<file path="src/tws_pkg.sv">
// Purpose: Shared constants and types for the three-wire serial port.
// Assumes: 8-bit register port, peripheral clock equals the block clock.
// Notes:   Offsets are byte addresses on the 16-bit register address.
package tws_pkg;

    // Register addresses.
    localparam logic [15:0] MODE_ADDR   = 16'hff80;
    localparam logic [15:0] CLKSEL_ADDR = 16'hff81;
    localparam logic [15:0] TXBUF_ADDR  = 16'hff82;
    localparam logic [15:0] SHREG_ADDR  = 16'hff83;

    // Reset values.
    localparam logic [7:0] MODE_RESET   = 8'h00;
    localparam logic [7:0] CLKSEL_RESET = 8'h00;
    localparam logic [7:0] TXBUF_RESET  = 8'h00;
    localparam logic [7:0] SHREG_RESET  = 8'h00;

    // Mode register field positions.
    localparam int MODE_EN_BIT   = 7;
    localparam int MODE_TRMD_BIT = 6;
    localparam int MODE_DIR_BIT  = 4;
    localparam int MODE_BUSY_BIT = 0;

    // Clock select register field positions.
    localparam int CLK_POL_BIT   = 4;
    localparam int CLK_PHASE_BIT = 3;
    localparam int CLK_SEL_MSB   = 2;
    localparam int CLK_SEL_LSB   = 0;

    // Clock select code that hands the clock pin to the partner.
    localparam logic [2:0] CLK_SEL_EXT = 3'h7;

    // Transfer geometry and buffering.
    localparam int          DATA_BITS  = 8;
    localparam logic [3:0]  LAST_BIT   = 4'h7;
    localparam logic [3:0]  ALL_BITS   = 4'h8;
    localparam int          FIFO_DEPTH = 4;
    localparam int          DIV_W      = 7;
    localparam logic [6:0]  DIV_ONE    = 7'h01;

    // Software view of the mode register.
    typedef struct packed {
        logic enable;
        logic txRxMode;
        logic lsbFirst;
    } tws_mode_t;

    // Software view of the clock select register.
    typedef struct packed {
        logic       polarity;
        logic       phase;
        logic [2:0] clkSel;
    } tws_clksel_t;

    // One register access from the processor side.
    typedef struct packed {
        logic [15:0] addr;
        logic [7:0]  data;
        logic        write;
        logic        read;
    } tws_access_t;

endpackage : tws_pkg

</file>
<file path="src/tws_fifo.sv">
// Purpose: Small synchronous FIFO with valid/ready on both sides.
// Assumes: Single clock; flush empties the FIFO in one cycle.
// Notes:   Output data is read straight from the array while valid.
module tws_fifo #(
    parameter int WIDTH = 8,
    parameter int DEPTH = 4
) (
    input  wire logic             clock,
    input  wire logic             rst,
    input  wire logic             flush,
    input  wire logic             inValid,
    output logic                  inReady,
    input  wire logic [WIDTH-1:0] inData,
    output logic                  outValid,
    input  wire logic             outReady,
    output logic [WIDTH-1:0]      outData
);
    localparam int PW = (DEPTH > 1) ? $clog2(DEPTH) : 1;
    localparam int CW = $clog2(DEPTH + 1);
    localparam logic [CW-1:0] FULL_CNT = CW'(DEPTH);
    localparam logic [PW-1:0] LAST_PTR = PW'(DEPTH - 1);

    logic [WIDTH-1:0] mem_ff [DEPTH];
    logic [PW-1:0]    wrPtr_ff;
    logic [PW-1:0]    rdPtr_ff;
    logic [CW-1:0]    count_ff;
    wire              doPush = inValid & inReady;
    wire              doPop  = outValid & outReady;

    // Ready and valid follow the occupancy count, and both are held low during a flush.
    assign inReady  = (count_ff != FULL_CNT) & ~flush;
    assign outValid = (count_ff != '0) & ~flush;
    assign outData  = mem_ff[rdPtr_ff];

    // Storage array is written without reset; only pointers and the count need one.
    always_ff @(posedge clock) begin
        if (doPush) begin
            mem_ff[wrPtr_ff] <= inData;
        end
    end

    // Pointers wrap at the depth, so a non power-of-two depth also works.
    always_ff @(posedge clock or posedge rst) begin
        if (rst) begin
            wrPtr_ff <= '0;
            rdPtr_ff <= '0;
            count_ff <= '0;
        end else if (flush) begin
            wrPtr_ff <= '0;
            rdPtr_ff <= '0;
            count_ff <= '0;
        end else begin
            if (doPush) begin
                wrPtr_ff <= (wrPtr_ff == LAST_PTR) ? '0 : wrPtr_ff + PW'(1);
            end
            if (doPop) begin
                rdPtr_ff <= (rdPtr_ff == LAST_PTR) ? '0 : rdPtr_ff + PW'(1);
            end
            count_ff <= count_ff + CW'(doPush) - CW'(doPop);
        end
    end

endmodule : tws_fifo

</file>
<file path="src/tws_three_wire_port.sv">
// Purpose: Three-wire clocked serial port, master or slave, 8-bit units.
// Assumes: Pins and register strobes are synchronous to clock.
// Notes:   Transmit buffer writes queue in a 4-word FIFO ahead of the shifter.
module tws_three_wire_port
    import tws_pkg::*;
#(
    parameter int BUF_DEPTH = FIFO_DEPTH
) (
    input  wire logic        clock,
    input  wire logic        rst,
    input  wire logic [15:0] busAddr,
    input  wire logic        busWrite,
    input  wire logic        busRead,
    input  wire logic [7:0]  busWdata,
    output logic [7:0]       busRdata,
    output logic             txReady,
    input  wire logic        sckIn,
    output logic             sckOut,
    output logic             sckOeN,
    input  wire logic        siIn,
    output logic             soOut,
    output logic             soOeN,
    output logic             transferDone
);

    // Register state.
    tws_mode_t   mode_ff;
    tws_clksel_t clkSel_ff;
    logic [7:0]  txBuf_ff;
    logic [7:0]  shReg_ff;
    logic [7:0]  rdData_ff;

    // Transfer engine state.
    logic        busy_ff;
    logic [3:0]  bitCnt_ff;
    logic        soLat_ff;
    logic        sckGen_ff;
    logic        sckPrev_ff;
    logic [DIV_W-1:0] divCnt_ff;
    logic        done_ff;

    // Bus request gathered into one carrier.
    tws_access_t acc;
    assign acc = '{addr: busAddr, data: busWdata, write: busWrite, read: busRead};

    // Address decoding.
    wire selMode   = (acc.addr == MODE_ADDR);
    wire selClkSel = (acc.addr == CLKSEL_ADDR);
    wire selTxBuf  = (acc.addr == TXBUF_ADDR);
    wire selShReg  = (acc.addr == SHREG_ADDR);
    wire wrMode    = acc.write & selMode;
    wire wrClkSel  = acc.write & selClkSel;
    wire wrTxBuf   = acc.write & selTxBuf;
    wire rdShReg   = acc.read & selShReg;

    // Decoded configuration.
    wire        enabled  = mode_ff.enable;
    wire        txMode   = mode_ff.txRxMode;
    wire        lsbFirst = mode_ff.lsbFirst;
    wire        phase1   = clkSel_ff.phase;
    wire        sckIdle  = ~clkSel_ff.polarity;
    wire        isSlave  = (clkSel_ff.clkSel == CLK_SEL_EXT);

    // Transmit FIFO in front of the shifter.
    logic       fifoOutValid;
    logic [7:0] fifoOutData;
    wire        fifoPush = wrTxBuf & enabled & txMode;
    wire        canStart = enabled & ~busy_ff;
    wire        fifoPop  = canStart & txMode;

    wire startXfer = txMode ? (canStart & fifoOutValid) : (canStart & rdShReg);

    // Queued words count as communication in progress, so busy covers them.
    wire statusBusy = busy_ff | (fifoOutValid & txMode);

    tws_fifo #(
        .WIDTH (DATA_BITS),
        .DEPTH (BUF_DEPTH)
    ) u_txfifo (
        .clock    (clock),
        .rst      (rst),
        .flush    (~enabled),
        .inValid  (fifoPush),
        .inReady  (txReady),
        .inData   (acc.data),
        .outValid (fifoOutValid),
        .outReady (fifoPop),
        .outData  (fifoOutData)
    );

    // divide by 2 to 128
    // The half period is 2^code cycles, so code 0 gives a clock/2 serial clock.
    wire [DIV_W-1:0] halfMax = (DIV_ONE << clkSel_ff.clkSel) - DIV_ONE;
    wire             divTick = busy_ff & ~isSlave & (divCnt_ff == halfMax);

    // Edge events, leading leaves the idle level and trailing returns to it.
    wire mLead  = divTick & (sckGen_ff == sckIdle);
    wire mTrail = divTick & (sckGen_ff != sckIdle);
    wire sLead  = busy_ff & isSlave & (sckIn != sckIdle) & (sckPrev_ff == sckIdle);
    wire sTrail = busy_ff & isSlave & (sckIn == sckIdle) & (sckPrev_ff != sckIdle);
    wire leadEv  = isSlave ? sLead : mLead;
    wire trailEv = isSlave ? sTrail : mTrail;

    // Phase 0 samples on trailing edges, phase 1 on leading edges.
    wire sampleEv = phase1 ? leadEv : trailEv;
    wire outEv    = phase1 ? trailEv : leadEv;

    // eight bits then stop
    // Phase 1 still owes the closing trailing edge after its eighth sample.
    wire lastEv = phase1 ? (trailEv & (bitCnt_ff == ALL_BITS))
                         : (sampleEv & (bitCnt_ff == LAST_BIT));

    wire outBitSh   = lsbFirst ? shReg_ff[0] : shReg_ff[7];
    wire outBitFifo = lsbFirst ? fifoOutData[0] : fifoOutData[7];
    wire outBitBuf  = lsbFirst ? txBuf_ff[0] : txBuf_ff[7];
    wire [7:0] shiftedIn = lsbFirst ? {siIn, shReg_ff[7:1]} : {shReg_ff[6:0], siIn};

    wire outUpdate = outEv & txMode & ~(phase1 & (bitCnt_ff == ALL_BITS));

    // Next values of the shift register and output latch.
    wire [7:0] nxt_shReg = (startXfer & txMode) ? fifoOutData :
                           sampleEv             ? shiftedIn   : shReg_ff;
    wire nxt_soLat = (startXfer & txMode & phase1) ? outBitFifo :
                     outUpdate                     ? outBitSh   : soLat_ff;

    // disable clears logic
    // Clearing one cycle after the write avoids a reset driven by a register,
    // at the cost of the clear not being truly asynchronous.
    always_ff @(posedge clock or posedge rst) begin
        if (rst) begin
            mode_ff   <= tws_mode_t'(3'h0);
            clkSel_ff <= tws_clksel_t'(CLKSEL_RESET[4:0]);
            txBuf_ff  <= TXBUF_RESET;
        end else begin
            if (wrMode) begin
                mode_ff <= '{enable:   acc.data[MODE_EN_BIT],
                             txRxMode: acc.data[MODE_TRMD_BIT],
                             lsbFirst: acc.data[MODE_DIR_BIT]};
            end
            if (wrClkSel) begin
                clkSel_ff <= tws_clksel_t'(acc.data[CLK_POL_BIT:CLK_SEL_LSB]);
            end
            if (fifoPush & txReady) begin
                txBuf_ff <= acc.data;
            end
        end
    end

    // Read data is captured on the read strobe and shown the next cycle.
    wire [7:0] modeRead = {mode_ff.enable, mode_ff.txRxMode, 1'b0, mode_ff.lsbFirst,
                           3'h0, statusBusy};
    wire [7:0] rdMux = selMode   ? modeRead :
                       selClkSel ? {3'h0, clkSel_ff} :
                       selTxBuf  ? txBuf_ff :
                       selShReg  ? shReg_ff : 8'h00;

    always_ff @(posedge clock or posedge rst) begin
        if (rst) begin
            rdData_ff <= 8'h00;
        end else if (acc.read) begin
            rdData_ff <= rdMux;
        end
    end

    always_ff @(posedge clock or posedge rst) begin
        if (rst) begin
            busy_ff   <= 1'b0;
            bitCnt_ff <= 4'h0;
            done_ff   <= 1'b0;
        end else if (!enabled) begin
            busy_ff   <= 1'b0;
            bitCnt_ff <= 4'h0;
            done_ff   <= 1'b0;
        end else begin
            done_ff <= lastEv;
            if (startXfer) begin
                busy_ff   <= 1'b1;
                bitCnt_ff <= 4'h0;
            end else if (lastEv) begin
                busy_ff <= 1'b0;
            end else if (sampleEv) begin
                bitCnt_ff <= bitCnt_ff + 4'h1;
            end
        end
    end

    always_ff @(posedge clock or posedge rst) begin
        if (rst) begin
            shReg_ff <= SHREG_RESET;
            soLat_ff <= 1'b0;
        end else if (!enabled) begin
            shReg_ff <= SHREG_RESET;
            soLat_ff <= 1'b0;
        end else begin
            shReg_ff <= nxt_shReg;
            soLat_ff <= nxt_soLat;
        end
    end

    // Master clock generator; it rests at the idle level between transfers.
    always_ff @(posedge clock or posedge rst) begin
        if (rst) begin
            sckGen_ff <= 1'b1;
            divCnt_ff <= '0;
        end else if (!busy_ff || isSlave) begin
            sckGen_ff <= sckIdle;
            divCnt_ff <= '0;
        end else if (divTick) begin
            sckGen_ff <= ~sckGen_ff;
            divCnt_ff <= '0;
        end else begin
            divCnt_ff <= divCnt_ff + DIV_ONE;
        end
    end

    // Previous external clock level for slave edge detection.
    always_ff @(posedge clock or posedge rst) begin
        if (rst) begin
            sckPrev_ff <= 1'b1;
        end else begin
            sckPrev_ff <= sckIn;
        end
    end

    // release unused pins
    // Enables are active low; the clock pin is driven only as enabled master.
    assign sckOeN = ~(enabled & ~isSlave);
    assign soOeN  = ~(enabled & txMode);
    assign sckOut = sckGen_ff;

    // receive mode low
    // With the port off in phase 1 the line previews the first buffer bit.
    assign soOut = !txMode              ? 1'b0 :
                   (!enabled && phase1) ? outBitBuf : soLat_ff;

    assign busRdata     = rdData_ff;
    assign transferDone = done_ff;

endmodule : tws_three_wire_port

</file>
<file path="config.mk">
export PLATFORM = sky130hd
export DESIGN_NAME = tws_three_wire_port
export DESIGN_NICKNAME = d
export VERILOG_FILES = /design/src/tws_pkg.sv /design/src/tws_fifo.sv /design/src/tws_three_wire_port.sv
export SDC_FILE = /design/constraint.sdc
export NUM_CORES = 1
export LEC_CHECK = 0
export BUFFER_PORTS_ARGS = -buffer_cell sky130_fd_sc_hd__buf_2
export CAP_MARGIN = 20
export CORE_MARGIN = 5
export CORE_UTILIZATION = 40
export DETAILED_ROUTE_END_ITERATION = 10
export PLACE_DENSITY = 0.7
export SYNTH_ARGS = -nofsm -noshare
export SYNTH_HDL_FRONTEND = slang
export SYNTH_HIERARCHICAL = 1
export SYNTH_SLANG_ARGS = --single-unit
</file>
<file path="constraint.sdc">
create_clock -name clock -period 3.7 [get_ports clock]
set_input_delay 0.185 -clock clock [delete_from_list [all_inputs] [get_ports clock]]
set_output_delay 0.185 -clock clock [all_outputs]
set_load 0.01 [all_outputs]
</file>
==> summary.md <==
| Metric | Value |
|---|---|
| Minimum clock period | `3.49 ns` |
| Max Freq | `286 MHz` |
| CP Capture Type | `register` |
| Hold Path Class | `in -> reg` |
| Lkg Pwr | `around 2.2 nW` |
| Clk pin slew, worst setup/hold paths | `0.07 ns` |
| Max Cap Violations | `0` |
| Hold depth | `1` |
| Final Hold Fails | `0` |
| First-pass GRT wire length | `15700 um` |
| Maximum clock path buffer count | `2` |
| Pwr dens | `476 nW/um2` |
| Ys Warns | `6` |
| Post-synthesis sequential element count | `between 80 and 90` |
| Mux cell area share after synthesis | `17.0%` |
| Post-Syn Area | `4490 um2` |
| Critical Path RT | `3.97 ns` |
| Htree depth | `3` |
| R2r worst-path depth | `9` |
| Total global routing overflow | `0` |
| Final cycle utilization of the critical path | `94.4%` |
| TritonCTS clock tree | `yes` |
| EDFF count, synth | `32` |
| PortBufs | `43` |
| Placed cell areas | `4830 um2` |
| Hold Buf Count CTS | `2` |
| Adder-cell share of the synthesized area | `3.51%` |
| Vias | `3031` |
| Postcts setup bufs | `0` |
| DR iter-0 viols | `184` |
| Cells after Synth | `377` |
| Setup Viol. Count Final | `0` |
| Die Span Y | `between 100 and 150 um` |
| XOR/XNOR share of the synthesized area | `between 2 and 3%` |
| Sequential fraction of the synthesis area | `52.2%` |
| DRT Pass-1 Iters | `4` |
| HPWL Detailed | `6860 um` |
| Mapped Avg Cell Area | `11.9 um2` |
| Least-Margin Pin Slew | `0.706 ns` |
| RSZ-0062 raised after global routing | `false` |
| Crit path cell chain | `or3_1 -> ha_1 -> xnor2_1 -> or4_4 -> a311oi_4 -> nand4_1 -> a32o_2 -> or4_1 -> a21oi_1` |
| Share of layout cells above drive strength 1 | `a little over a quarter` |
| Synth top area share | `29.6%` |
| Site Rows | `38` |
| DR WL/cell | `16.9 um` |
| Syn Nets | `419` |
| FILL cells | `~1000` |
| CP max stage delay | `0.55 ns` |
| Worst-path fanout max | `15` |
| Status | `completed` |
| Slew margin rel. | `roughly 53%` |
| Initial antenna violation count | `0` |
| Top cells by area, synth | `dfrtp_1 (30%), edfxtp_1 (21%), mux2_2 (7.3%), mux4_2 (5.5%), mux2i_1 (3.6%)` |
| Remaining DRCs | `0` |
| # resized after CTS | `0` |
| Final GP Congestion | `between 0.8 and 0.9` |
| Combinational family with the most area after synthesis | `multiplexers` |
| Fin nets | `462` |
| Clock insertion delay at the later pin of the skew report | `roughly 0.35 ns` |
| Core Footprint | `10900 um2` |
| Overall power | `2.45 mW` |
| Initial Util | `41.0%` |
| Share of flip-flops with an asynchronous set or reset | `63.2%` |
| Most frequent cells in the layout | `dfrtp_1 (53), buf_2 (43), edfxtp_1 (32), nand2_1 (30), mux2_2 (29)` |
| Overall routing resource usage | `15.0%` |
| Vias per inst | `5.36` |
| Fin Setup TNS | `0 ns` |
| Maximum vdd drop | `0.230 mV` |
| DIE AREA | `13400 um2` |
| Area leader, netlist | `dfrtp_1` |
| Commonest non-fill, non-tap cell in the layout | `dfrtp_1` |
| Area growth, synth to finish | `15.1%` |
| Detail Route Antenna Nets | `0` |
| Crit Path Class | `reg -> reg` |
| Largest net degree at the start of global routing | `49` |
| CP arrival | `3.76 ns` |
| Slowest library cell on the worst path | `or4_1` |
| Design area | `5160 um2` |
| CTS Root Buffer Type | `clkbuf_16` |
| Max-slew violations | `0` |
| Synth Area in Simple Gates | `between 10% and 20%` |
| Routed wire length | `9560 um` |
| Compound-Gate Fraction of Synth Area | `under 10%` |
| Distinct cells, synth | `53` |
| Fin Clk Skew | `between 0.007 and 0.008 ns` |
| Startpoint Class | `register` |
| # IOs | `44` |
| Die Wd | `116 um` |
| Antenna fix cells | `0` |
| CTS Sinks | `87` |
| Vias in the first global route | `3128` |
| Synth Flop Type | `dfrtp_1` |
| Hold_ws | `0.0795 ns` |
| CTS Buf Count | `9` |
[power breakdown]
part,switching (mW),total (mW),internal (mW)
sequential,0.0925,1.18,1.09
combinational,0.195,0.396,0.201
clock,0.410,0.880,0.470
total,0.698,2.45,1.76
[registers in the layout, summed over array words and instances (netlist names), 2 cells and up]
name               count
txBuf_ff               8
divCnt_ff              7
clkSel_ff              4
u_txfifo/wrPtr_ff      2
u_txfifo/count_ff      3
bitCnt_ff              4
shReg_ff               8
u_txfifo/rdPtr_ff      2
u_txfifo/mem_ff       32
busRdata               8
[Yosys cell counts (11+ instances only)]
library cell and n:
dfrtp_1 53, edfxtp_1 32, nand2_1 30, mux2_2 29
nor2_1 22, inv_1 21, o21ai_0 18, mux2i_1 16
nand3_1 15, clkbuf_1 13, ha_1 11, mux4_2 11
[path summary, 6_finish.rpt]
check | startpoint | to | slack (ns)
setup / recovery | clkSel_ff[2]$_DFFE_PP0P_ | bitCnt_ff[3]$_DFFE_PP0P_ | 0.21
hold / removal | busWdata[5] | u_txfifo/mem_ff[1][5]$_DFFE_PP_ | 0.08
setup reg to reg | clkSel_ff[2]$_DFFE_PP0P_ | bitCnt_ff[3]$_DFFE_PP0P_ | 0.21
hold reg to reg | busRdata[0]$_DFFE_PP0P_ | busRdata[0]$_DFFE_PP0P_ | 0.52
max in group asynchronous | rst | txBuf_ff[6]$_DFFE_PP0P_ | 2.76
min in group asynchronous | rst | u_txfifo/rdPtr_ff[1]$_DFFE_PP0P_ | 0.33
[final cells by class]
| cell class | count | area, um2 | area share, % |
|---|---|---|---|
| Timing Repair Buffer | 50 | 285 | 5.53 |
| Clock inverter | 7 | 66.3 | 1.28 |
| Multi-Input combinational cell | 251 | 1990 | 38.6 |
| Sequential cell | 87 | 2340 | 45.3 |
| Clock buffer | 9 | 225 | 4.36 |
| Tap cell | 140 | 175 | 3.39 |
| Inverter | 21 | 78.8 | 1.53 |
[cells by family (layout without fill, tap and decap cells)]
family,Yosys count,after routing
flops,87,87
fa+ha+maj,12,12
compound gates,48,48
xor+xnor,13,13
mux,58,58
buf+inv,39,87
simple gates,120,120
[critical path, delay by kind of cell (launching register included)]
family | cells | cell delay [ns]
compound gates | 3 | 0.95
flops | 1 | 0.38
simple gates | 4 | 1.58
fa+ha+maj | 1 | 0.31
xor+xnor | 1 | 0.19
[routing by layer]
metal,wire [um],global-route usage [%],vias to the layer above
met2,4510,24.4,78
met1,4290,19.8,1494
met3,592,3.39,15
met4,175,5.57,0
li1,-,-,1444
met5,0,0,-
[through the flow]
stage	utilization, %	setup WS [ns]	instances
after global routing	47.2	0.0337	565
final	47.2	0.208	565
after detailed placement	44.2	0.250	546
after floorplan	-	0.289	377
after CTS	47.0	0.208	564
after global placement	44.2	0.372	546
Power figures use the tool's default switching activity.
